$ cat src/pwa_pkg.sv
// Constants, register map and types for the power event wake aggregator.
package pwa_pkg;
  // Configuration space indices.
  localparam logic [7:0] PWA_CFG_BASE_HI = 8'h60;
  localparam logic [7:0] PWA_CFG_BASE_LO = 8'h61;
  localparam logic [7:0] PWA_CFG_SLOW_CLOCK = 8'hf0;
  localparam int PWA_SLOW_PRESENT_BIT = 0;
  localparam int PWA_KEY_MATCH_DISABLE_BIT = 1;
  localparam logic [7:0] PWA_SLOW_CLOCK_RESET = 8'h00;
  localparam logic [15:0] PWA_RT_BASE_RESET = 16'h0000;
  // Runtime block: 128 bytes, base aligned to 128.
  localparam int PWA_RT_ADDR_BITS = 7;
  localparam logic [6:0] PWA_RT_CTRL = 7'h00;
  localparam logic [6:0] PWA_RT_STS_BASE = 7'h01;
  localparam logic [6:0] PWA_RT_EN_BASE = 7'h09;
  localparam logic [6:0] PWA_RT_GPIO_POL_BASE = 7'h10;
  localparam logic [6:0] PWA_RT_GPIO_EITHER_EDGE_TRIGGER_BASE = 7'h18;
  localparam logic [6:0] PWA_RT_EDGE_SEL = 7'h21;
  localparam logic [6:0] PWA_RT_SHARED_PIN_CTRL = 7'h24;
  localparam logic [6:0] PWA_RT_WAKE_KEY_CODE = 7'h5f;
  localparam int PWA_CTRL_SUMMARY_BIT = 0;
  localparam int PWA_CTRL_GLOBAL_EN_BIT = 1;
  localparam int PWA_EDGE_A_BOTH_BIT = 0;
  localparam int PWA_EDGE_B_BOTH_BIT = 1;
  localparam int PWA_EDGE_A_POL_BIT = 2;
  localparam int PWA_PIN_POL_BIT = 1;
  localparam int PWA_PIN_OD_BIT = 7;
  localparam logic [7:0] PWA_PIN_CTRL_RESET = 8'h80;
  localparam logic [7:0] PWA_KEY_CODE_RESET = 8'h00;
  // Status/enable pairs and bit layout.
  localparam int PWA_NUM_PAIRS = 7;
  localparam int PWA_GPIO_GROUPS = 5;
  localparam int PWA_GPIO_COUNT = 38;
  localparam int PWA_FIRST_RING_A = 0;
  localparam int PWA_FIRST_RING_B = 1;
  localparam int PWA_FIRST_KBD = 2;
  localparam int PWA_FIRST_MOUSE = 3;
  localparam int PWA_FIRST_FAN = 4;
  localparam int PWA_FIRST_KEY = 5;
  localparam int PWA_FIRST_WDT = 6;
  localparam int PWA_DEV_PAIR = 6;
  localparam int PWA_KBC_PAIR = 7;
  localparam int PWA_KBC_A_BIT = 6;
  localparam int PWA_KBC_B_BIT = 7;
  // Slow clock derived from the system clock.
  localparam int PWA_SYS_CLK_HZ = 100_000_000;
  localparam int PWA_SLOW_CLK_HZ = 32_768;
  localparam int PWA_SLOW_DIV_CYCLES = PWA_SYS_CLK_HZ / PWA_SLOW_CLK_HZ;
  localparam logic [3:0] PWA_KEY_FRAME_BITS = 4'hb;
  typedef enum logic [1:0] {
    PWA_KEY_IDLE = 2'b00,
    PWA_KEY_SHIFT = 2'b01,
    PWA_KEY_CHECK = 2'b10
  } pwa_key_state_e;
endpackage

$ cat src/pwa_wake_aggregator.sv
// Wake event aggregator with specific-key detector and wake request pin driver.
// Operation
// Ring, keyboard, mouse, key match, device, watchdog, GPIO, fan events request wake.
// Software selects wake pin polarity and open-drain or push-pull via bit 7.
// After reset the wake pin is active low, open drain.
// Global enable clear means the wake request is never asserted.
// With global enable set, any enabled source event asserts the wake request.
// Summary status sets on source events whatever the global enable.
// Summary is OR over sources of status AND enable.
// Summary stays set until every pending enabled status is cleared by software.
// GPIO status sets on rising edge, falling edge when polarity inverted.
// Either-edge option sets the GPIO status on both edges.
// GPIO status clears on write of one; zero leaves it.
// Edge select at 21h picks falling or both edges; pin A has polarity.
// Both-edge port pin events assert and hold until status cleared.
// Port pin status clears by writing one; its SMI drops with it.
// Runtime registers sit in I/O space at base from config 0x60, 0x61.
// Pairs 2,3,4,5,7 GPIO; pair 6 device interrupts; pair 1 pins and functions.
// Received keyboard bytes compare with code at 0x5F, reset only at power-on.
// Key match sets first status bit 5, wakes only with enable bit 5.
// Keyboard frames: start 0, eight data LSB first, odd parity, stop 1.
// Detector uses external slow clock or one derived internally; 0xF0 bit 0 picks.
// Without main power the detector needs the external slow clock.
// Config 0xF0 bit 1 set stops the detector clock.
// Malformed frames are discarded without any effect.
`timescale 1ns/1ns
module pwa_wake_aggregator #(
  parameter int SLOW_DIV_CYCLES = pwa_pkg::PWA_SLOW_DIV_CYCLES
) (
  // Clock and standby power-on reset.
  input wire logic sys_clk,
  input wire logic reset,
  // Runtime I/O space access.
  input wire logic [15:0] io_addr,
  input wire logic [7:0] io_wdata,
  input wire logic io_wr,
  input wire logic io_rd,
  output logic [7:0] io_rdata,
  // Configuration space access.
  input wire logic [7:0] cfg_index,
  input wire logic [7:0] cfg_wdata,
  input wire logic cfg_wr,
  input wire logic cfg_rd,
  output logic [7:0] cfg_rdata,
  // Wake sources.
  input wire logic ring_indicator_a_n,
  input wire logic ring_indicator_b_n,
  input wire logic kbd_data,
  input wire logic kbd_clk,
  input wire logic mouse_data,
  input wire logic fan_tach_event,
  input wire logic watchdog_expired,
  input wire logic [7:0] device_irq,
  input wire logic [pwa_pkg::PWA_GPIO_COUNT-1:0] gpio_in,
  input wire logic kbc_port_pin_a,
  input wire logic kbc_port_pin_b,
  // Power and slow clock.
  input wire logic main_power,
  input wire logic ext_slow_clk,
  // Wake request pin and port pin SMI.
  output logic wake_request_out,
  output logic wake_request_oe_n,
  output logic kbc_pin_smi
);
  import pwa_pkg::*;

  function automatic logic [6:0] rt_off(input logic [6:0] base, input int idx);
    rt_off = 7'(int'(base) + idx);
  endfunction

  logic [15:0] rt_base;
  logic [7:0] slow_clock_config, edge_sel, shared_wake_pin_ctrl, wake_key_code;
  logic [7:0] sts [1:7], en [1:7], evt [1:7];
  logic [7:0] gpio_pol [0:4], gpio_either_edge_trigger [0:4];
  logic global_wake_enable, summary_wake_status, wake_active, pending, summary_clr, rt_hit, rt_wr;
  logic [6:0] rt_off_q;
  logic ring_a_prev, ring_b_prev, kdata_prev, mdata_prev, fan_prev, wdt_prev, pin_a_prev, pin_b_prev;
  logic [7:0] dev_prev;
  logic [PWA_GPIO_COUNT-1:0] gpio_prev;
  logic pin_a_eff, ext_prev, div_tick, slow_tick, kclk_prev, key_match;
  logic [11:0] div_cnt;
  logic [9:0] key_shift;
  logic [3:0] key_count;
  pwa_key_state_e key_state, next_key_state;

  assign rt_hit = io_addr[15:PWA_RT_ADDR_BITS] == rt_base[15:PWA_RT_ADDR_BITS];
  assign rt_off_q = io_addr[PWA_RT_ADDR_BITS-1:0];
  assign rt_wr = io_wr && rt_hit;
  assign pin_a_eff = kbc_port_pin_a ^ edge_sel[PWA_EDGE_A_POL_BIT];

  // Configuration registers.
  always_ff @(posedge sys_clk) begin
    if (reset) begin
      rt_base <= PWA_RT_BASE_RESET;
      slow_clock_config <= PWA_SLOW_CLOCK_RESET;
    end else if (cfg_wr) begin
      if (cfg_index == PWA_CFG_BASE_HI) rt_base[15:8] <= cfg_wdata;
      if (cfg_index == PWA_CFG_BASE_LO) rt_base[7:0] <= {cfg_wdata[7], 7'h00};
      if (cfg_index == PWA_CFG_SLOW_CLOCK) slow_clock_config <= {6'h00, cfg_wdata[1:0]};
    end
  end

  always_ff @(posedge sys_clk) begin
    if (reset) begin
      cfg_rdata <= 8'h00;
    end else if (cfg_rd) begin
      case (cfg_index)
        PWA_CFG_BASE_HI: cfg_rdata <= rt_base[15:8];
        PWA_CFG_BASE_LO: cfg_rdata <= rt_base[7:0];
        PWA_CFG_SLOW_CLOCK: cfg_rdata <= slow_clock_config;
        default: cfg_rdata <= 8'h00;
      endcase
    end
  end

  // Runtime control registers. The key code lives on standby power and is only reset here.
  always_ff @(posedge sys_clk) begin
    if (reset) begin
      global_wake_enable <= 1'b0;
      edge_sel <= 8'h00;
      shared_wake_pin_ctrl <= PWA_PIN_CTRL_RESET;
      wake_key_code <= PWA_KEY_CODE_RESET;
      for (int n = 1; n <= PWA_NUM_PAIRS; n++) en[n] <= 8'h00;
      for (int g = 0; g < PWA_GPIO_GROUPS; g++) begin
        gpio_pol[g] <= 8'h00;
        gpio_either_edge_trigger[g] <= 8'h00;
      end
    end else if (rt_wr) begin
      if (rt_off_q == PWA_RT_CTRL) global_wake_enable <= io_wdata[PWA_CTRL_GLOBAL_EN_BIT];
      if (rt_off_q == PWA_RT_EDGE_SEL) edge_sel <= {5'h00, io_wdata[2:0]};
      if (rt_off_q == PWA_RT_SHARED_PIN_CTRL) shared_wake_pin_ctrl <= io_wdata;
      if (rt_off_q == PWA_RT_WAKE_KEY_CODE) wake_key_code <= io_wdata;
      for (int n = 1; n <= PWA_NUM_PAIRS; n++) begin
        if (rt_off_q == rt_off(PWA_RT_EN_BASE, n - 1)) en[n] <= io_wdata;
      end
      for (int g = 0; g < PWA_GPIO_GROUPS; g++) begin
        if (rt_off_q == rt_off(PWA_RT_GPIO_POL_BASE, g)) gpio_pol[g] <= io_wdata;
        if (rt_off_q == rt_off(PWA_RT_GPIO_EITHER_EDGE_TRIGGER_BASE, g)) gpio_either_edge_trigger[g] <= io_wdata;
      end
    end
  end

  // Previous input levels for edge detection.
  always_ff @(posedge sys_clk) begin
    if (reset) begin
      {ring_a_prev, ring_b_prev} <= 2'b11;
      {kdata_prev, mdata_prev, fan_prev, wdt_prev} <= 4'h0;
      {pin_a_prev, pin_b_prev} <= 2'b00;
      dev_prev <= 8'h00;
      gpio_prev <= '0;
    end else begin
      {ring_a_prev, ring_b_prev} <= {ring_indicator_a_n, ring_indicator_b_n};
      {kdata_prev, mdata_prev, fan_prev, wdt_prev} <= {kbd_data, mouse_data, fan_tach_event, watchdog_expired};
      {pin_a_prev, pin_b_prev} <= {pin_a_eff, kbc_port_pin_b};
      dev_prev <= device_irq;
      gpio_prev <= gpio_in;
    end
  end

  // Source events, grouped by status/enable pair.
  always_comb begin
    for (int n = 1; n <= PWA_NUM_PAIRS; n++) evt[n] = 8'h00;
    evt[1][PWA_FIRST_RING_A] = ring_a_prev && !ring_indicator_a_n;
    evt[1][PWA_FIRST_RING_B] = ring_b_prev && !ring_indicator_b_n;
    evt[1][PWA_FIRST_KBD] = kdata_prev && !kbd_data;
    evt[1][PWA_FIRST_MOUSE] = mdata_prev && !mouse_data;
    evt[1][PWA_FIRST_FAN] = !fan_prev && fan_tach_event;
    evt[1][PWA_FIRST_KEY] = key_match;
    evt[1][PWA_FIRST_WDT] = !wdt_prev && watchdog_expired;
    evt[PWA_DEV_PAIR] = device_irq & ~dev_prev;
    for (int i = 0; i < PWA_GPIO_COUNT; i++) begin
      // Groups 0..3 feed pairs 2..5, group 4 feeds the low bits of pair 7.
      if (gpio_either_edge_trigger[i / 8][i % 8]) begin
        evt[(i / 8 == 4) ? 7 : i / 8 + 2][i % 8] = gpio_prev[i] ^ gpio_in[i];
      end else if (gpio_pol[i / 8][i % 8]) begin
        evt[(i / 8 == 4) ? 7 : i / 8 + 2][i % 8] = gpio_prev[i] && !gpio_in[i];
      end else begin
        evt[(i / 8 == 4) ? 7 : i / 8 + 2][i % 8] = !gpio_prev[i] && gpio_in[i];
      end
    end
    evt[PWA_KBC_PAIR][PWA_KBC_A_BIT] = edge_sel[PWA_EDGE_A_BOTH_BIT] ? (pin_a_prev ^ pin_a_eff)
                                                                     : (pin_a_prev && !pin_a_eff);
    evt[PWA_KBC_PAIR][PWA_KBC_B_BIT] = edge_sel[PWA_EDGE_B_BOTH_BIT] ? (pin_b_prev ^ kbc_port_pin_b)
                                                                     : (pin_b_prev && !kbc_port_pin_b);
  end

  // Sticky status; a new event wins over a write-one-to-clear in the same cycle.
  always_ff @(posedge sys_clk) begin
    if (reset) begin
      for (int n = 1; n <= PWA_NUM_PAIRS; n++) sts[n] <= 8'h00;
    end else begin
      for (int n = 1; n <= PWA_NUM_PAIRS; n++) begin
        if (rt_wr && rt_off_q == rt_off(PWA_RT_STS_BASE, n - 1)) begin
          sts[n] <= (sts[n] & ~io_wdata) | evt[n];
        end else begin
          sts[n] <= sts[n] | evt[n];
        end
      end
    end
  end

  always_comb begin
    pending = 1'b0;
    for (int n = 1; n <= PWA_NUM_PAIRS; n++) pending = pending | (|(sts[n] & en[n]));
  end

  // Software may only clear the summary once nothing enabled is pending.
  assign summary_clr = rt_wr && rt_off_q == PWA_RT_CTRL && io_wdata[PWA_CTRL_SUMMARY_BIT] && !pending;

  always_ff @(posedge sys_clk) begin
    if (reset) begin
      summary_wake_status <= 1'b0;
    end else if (pending) begin
      summary_wake_status <= 1'b1;
    end else if (summary_clr) begin
      summary_wake_status <= 1'b0;
    end
  end

  // Wake pin drive. Open drain can only pull low, so active high open drain releases when asserted.
  always_ff @(posedge sys_clk) begin
    if (reset) begin
      wake_active <= 1'b0;
      wake_request_out <= 1'b0;
      wake_request_oe_n <= 1'b1;
      kbc_pin_smi <= 1'b0;
    end else begin
      wake_active <= global_wake_enable && summary_wake_status;
      kbc_pin_smi <= |sts[PWA_KBC_PAIR][PWA_KBC_B_BIT:PWA_KBC_A_BIT];
      if (shared_wake_pin_ctrl[PWA_PIN_OD_BIT]) begin
        wake_request_out <= 1'b0;
        wake_request_oe_n <= !((global_wake_enable && summary_wake_status) ^ shared_wake_pin_ctrl[PWA_PIN_POL_BIT]);
      end else begin
        wake_request_oe_n <= 1'b0;
        wake_request_out <= (global_wake_enable && summary_wake_status) == shared_wake_pin_ctrl[PWA_PIN_POL_BIT];
      end
    end
  end

  // Slow clock tick: external clock rising edge, or internal divider while main power is up.
  always_ff @(posedge sys_clk) begin
    if (reset) begin
      ext_prev <= 1'b0;
      div_cnt <= 12'h000;
    end else begin
      ext_prev <= ext_slow_clk;
      if (!main_power || div_tick) begin
        div_cnt <= 12'h000;
      end else begin
        div_cnt <= div_cnt + 12'h001;
      end
    end
  end

  assign div_tick = main_power && div_cnt == 12'(SLOW_DIV_CYCLES - 1);
  assign slow_tick = !slow_clock_config[PWA_KEY_MATCH_DISABLE_BIT]
                  && (slow_clock_config[PWA_SLOW_PRESENT_BIT] ? (ext_slow_clk && !ext_prev) : div_tick);

  // Frame receiver sampled on the slow tick; data is taken on the keyboard clock falling edge.
  always_comb begin
    next_key_state = key_state;
    case (key_state)
      PWA_KEY_IDLE: begin
        if (slow_tick && kclk_prev && !kbd_clk && !kbd_data) next_key_state = PWA_KEY_SHIFT;
      end
      PWA_KEY_SHIFT: begin
        if (slow_tick && kclk_prev && !kbd_clk && key_count == PWA_KEY_FRAME_BITS - 4'h1) begin
          next_key_state = PWA_KEY_CHECK;
        end
      end
      PWA_KEY_CHECK: next_key_state = PWA_KEY_IDLE;
      default: next_key_state = PWA_KEY_IDLE;
    endcase
    if (slow_clock_config[PWA_KEY_MATCH_DISABLE_BIT]) next_key_state = PWA_KEY_IDLE;
  end

  always_ff @(posedge sys_clk) begin
    if (reset) begin
      key_state <= PWA_KEY_IDLE;
      kclk_prev <= 1'b1;
      key_shift <= 10'h000;
      key_count <= 4'h0;
      key_match <= 1'b0;
    end else begin
      key_state <= next_key_state;
      if (slow_tick) kclk_prev <= kbd_clk;
      if (key_state == PWA_KEY_IDLE) key_count <= 4'h1;
      if (key_state == PWA_KEY_SHIFT && slow_tick && kclk_prev && !kbd_clk) begin
        key_shift <= {kbd_data, key_shift[9:1]};
        key_count <= key_count + 4'h1;
      end
      // Shift holds {stop, parity, data}; a bad frame just falls back to idle.
      key_match <= key_state == PWA_KEY_CHECK && !slow_clock_config[PWA_KEY_MATCH_DISABLE_BIT]
                && key_shift[9] && ^key_shift[8:0] && key_shift[7:0] == wake_key_code;
    end
  end

  always_ff @(posedge sys_clk) begin
    if (reset) begin
      io_rdata <= 8'h00;
    end else if (io_rd) begin
      io_rdata <= 8'h00;
      if (rt_hit) begin
        if (rt_off_q == PWA_RT_CTRL) io_rdata <= {6'h00, global_wake_enable, summary_wake_status};
        if (rt_off_q == PWA_RT_EDGE_SEL) io_rdata <= edge_sel;
        if (rt_off_q == PWA_RT_SHARED_PIN_CTRL) io_rdata <= shared_wake_pin_ctrl;
        if (rt_off_q == PWA_RT_WAKE_KEY_CODE) io_rdata <= wake_key_code;
        for (int n = 1; n <= PWA_NUM_PAIRS; n++) begin
          if (rt_off_q == rt_off(PWA_RT_STS_BASE, n - 1)) io_rdata <= sts[n];
          if (rt_off_q == rt_off(PWA_RT_EN_BASE, n - 1)) io_rdata <= en[n];
        end
        for (int g = 0; g < PWA_GPIO_GROUPS; g++) begin
          if (rt_off_q == rt_off(PWA_RT_GPIO_POL_BASE, g)) io_rdata <= gpio_pol[g];
          if (rt_off_q == rt_off(PWA_RT_GPIO_EITHER_EDGE_TRIGGER_BASE, g)) io_rdata <= gpio_either_edge_trigger[g];
        end
      end
    end
  end
endmodule

$ cat config.mk
export PLATFORM = sky130hd
export DESIGN_NAME = pwa_wake_aggregator
export DESIGN_NICKNAME = d
export VERILOG_FILES = /design/src/pwa_pkg.sv /design/src/pwa_wake_aggregator.sv
export SDC_FILE = /design/constraint.sdc
export NUM_CORES = 1
export LEC_CHECK = 0
export ABC_AREA = 1
export CAP_MARGIN = 0
export CORE_MARGIN = 1.5
export CORE_UTILIZATION = 30
export CTS_BUF_LIST = sky130_fd_sc_hd__clkbuf_2
export DETAILED_ROUTE_END_ITERATION = 8
export DONT_BUFFER_PORTS = 1
export HOLD_SLACK_MARGIN = 0.05
export PLACE_DENSITY_LB_ADDON = 0.3
export SYNTH_ARGS = -nofsm -noshare
export SYNTH_HDL_FRONTEND = slang
export SYNTH_SLANG_ARGS = --single-unit
$ cat constraint.sdc
create_clock -name sys_clk -period 3.55 [get_ports sys_clk]
set_input_delay 0.71 -clock sys_clk [delete_from_list [all_inputs] [get_ports sys_clk]]
set_output_delay 0.71 -clock sys_clk [all_outputs]
set_load 0.005 [all_outputs]
==> flow_metrics.tcl <==
set metrics [dict create \
    io_pins 122 \
    max_stage_delay_ns 0.70 \
    worstPathRequired_ns 4.47 \
    root_buffer "clkbuf_2" \
    synthSimpleGateAreaFrac_pct 20.6 \
    drive_above_1_share_pct 9.60 \
    netlist_top_cells_count "425 x nand2_1, 334 x inv_1, 258 x nor2_1" \
    cp.arrival_ns 3.91 \
    wl_per_cell_um 19.1 \
    vias 15200 \
    synth_top_cell_by_area "edfxtp_1" \
    muxShareOfSynthArea_pct 0 \
    synth_edf_count 192 \
    cts_max_level 3 \
    overflow 0 \
    worst_pin_slew_ns 1.17 \
    synth_area_leaders "edfxtp_1 34%, dfxtp_1 16%, nand2_1 9.4%, inv_1 7.4%, ha_1 6.1%" \
    period_share_pct 84.3 \
    clock_path_buffers 3 \
    syn_avg_cell_area_um2 8.21 \
    grt_pass1_wl_um 87800 \
    regArea_mm2 0.00849 \
    yosysMostFrequentCell "nand2_1" \
    globalplace.congestion 0.959 \
    syn_area_mm2 0.0169 \
    dp_hpwl_um 42400 \
    tns_ns 0 \
    cts_tree "yes" \
    area_delta_synth_final_pct 18.6 \
    grt_max_degree 83 \
    cp-start-kind "flop" \
    finalHoldViolCount 0 \
    fin_crit_ns 2.99 \
    synth_seq_cells 328 \
    synth_compound_area_share_pct 13.1 \
    postLayoutCoreUtil_pct 36.1 \
    cts_resized 0 \
    ir_worst_vdd_v 0.000179 \
    die_w_um 240 \
    vias_per_cell 4.86 \
    total_power_w 0.00791 \
    track_usage_pct 20.7 \
    slowest_stage "nand3_1" \
    cp_num_buf_inv 3 \
    port_buffers 0 \
    clock_latency_ns 1.08 \
    endpoint_kind "flop" \
    synth-seq-area-share_pct 50.3 \
    synth_xor_xnor_area_share_pct 1.19 \
    grt_pass1_vias 14900 \
    critPathLaunch "rt_base[8]$_SDFFE_PP0P_" \
    worstHoldStart "io_wdata[6]" \
    hold_path.class "in2reg" \
    relSlewSlack_pct 21.7 \
    ys_warn_count 0 \
    multi_input_area_mm2 0.00712 \
    synthFlopType "edfxtp_1" \
    synth_top_family_by_area "simple AND/OR/NAND/NOR gates" \
    slew_viol_final 0 \
    synth_fa_ha_area_share_pct 6.08 \
    antenna_found_initial 5 \
    die_area_mm2 0.0577 \
    synth-async-reset-ratio_pct 0 \
    nFillCells 5813 \
    path_cells "inv_1 > or2_2 > nand3_1 > nor4_1 > nand2_1 > inv_1 > nand2_2 > clkinv_1 > nand3_1 > o21ai_0 > a21oi_1" \
    reg2reg_from "rt_base[8]$_SDFFE_PP0P_" \
    cts.sinks 328 \
    p_leak_nw 8.78 \
    status "finished, final reports clean" \
    critPathTopFamily "simple AND/OR/NAND/NOR gates" \
    num-nets-final 2481 \
    finalSetupViolCount 0 \
    drtIter0Drc 1499 \
    synthCells 2056 \
    power_density_mw_per_mm2 395 \
    rsz0062_at_grt "no" \
    drtPass1Iterations 5 \
    ys_types 47 \
    cap_violations 0 \
    num_rows 86 \
    cts_made_buffers 86 \
    route.detailed.drc 0 \
    skew_ns 0.106 \
    start_util_pct 30.5 \
    cp_max_fo 17 \
    core-area_mm2 0.0554 \
    max_freq_ghz 0.334 \
    die-height_um 240 \
    worstSetupPathType "reg2reg" \
    wl_um 59600 \
    synth_top_area_share_pct 34.1 \
    fin_hold_ws_ns 0.164 \
    ant_nets 0 \
    clkTransAtPathRegs_ns 0.14 \
]
==> timing repair <==
action,CTS,global route
buffers inserted,0,0
hold buffers,100,0
endpoints found under the hold margin,257,0
==> worst paths after layout <==
kind / endpoint / slack [ns] / cells after the start
max: wake_key_code[1]$_SDFFE_PP0P_ / 0.56 / 11
min: en[0][38]$_SDFFCE_PN0P_ / 0.16 / 2
min reg2reg: div_cnt[7]$_SDFF_PP0_ / 0.46 / 1
max reg2reg: wake_key_code[1]$_SDFFE_PP0P_ / 0.56 / 11
==> sequential cells by signal, indices dropped and copies added, names as in the netlist, 9 cells and up <==
name                      flops
en                           56
sts                          56
key_shift                    10
gpio_prev                    38
gpio_either_edge_trigger     40
gpio_pol                     40
div_cnt                      12
rt_base                       9
==> power by group <==
part,switching [W],internal [W],total [W]
clock,0.00170,0.00124,0.00294
combinational,0.000451,0.000241,0.000691
sequential,0.000116,0.00416,0.00428
==> layer usage <==
layer	vias to the layer above	track usage (%)	wire (um)	part of all wire, %
met5	-	0	0	0
met1	7121	25.6	24400	41
met3	135	5.24	5130	8.6
met4	0	8.61	2380	4.0
li1	7231	-	-	-
met2	680	34.1	27700	46
==> worst reg2reg max path: stages (launching register included) <==
cell      delay (ns)
dfxtp_1         0.32
inv_1           0.07
or2_2           0.28
nand3_1         0.10
nor4_1          0.05
nand2_1         0.08
inv_1           0.16
nand2_2         0.20
clkinv_1        0.65
nand3_1         0.71
o21ai_0         0.14
a21oi_1         0.16
==> layout make-up <==
class | instances | area share [%]
multi-input cells | 1390 | 35.5
clock inverters | 31 | 1.16
diodes | 6 | 0.0750
well taps | 748 | 4.67
inverters | 355 | 6.65
clock buffers | 125 | 3.12
flip-flops and latches | 328 | 42.4
repair buffers | 135 | 6.40
==> cell usage in the layout, fill, tap and decap left out, types with 38 or more instances in the layout <==
| cell type | instances |
|---|---|
| dfxtp_1 | 136 |
| conb_1 | 55 |
| nand4_1 | 45 |
| dlygate4sd3_1 | 99 |
| nor2_1 | 258 |
| a21oi_1 | 130 |
| clkbuf_2 | 125 |
| ha_1 | 82 |
| inv_1 | 333 |
| a22oi_1 | 38 |
| edfxtp_1 | 192 |
| nand2_1 | 425 |
| o21ai_0 | 185 |
| nand3_1 | 45 |
==> kinds of logic (layout without fill, tap and decap cells) <==
group	after synthesis	after routing
AOI/OAI and AO/OA	401	401
xor gates and xnor gates	23	23
adders and majority gates	82	82
buffers and inverters	392	646
DFF	328	328
other	1	61
and+or+nand+nor	829	829
==> stage by stage <==
stage / instance area (um2) / worst slack (ns) / std cells
6_report: 20000 / 0.559 / 3118
5_1_grt: 20000 / 0.370 / 3118
4_1_cts: 20000 / 0.617 / 3112
3_5_place_dp: 18100 / 0.229 / 2856
3_3_place_gp: 18100 / 0.264 / 2856
2_1_floorplan: 17100 / 0.871 / 2110
Power figures use the tool's default switching activity.
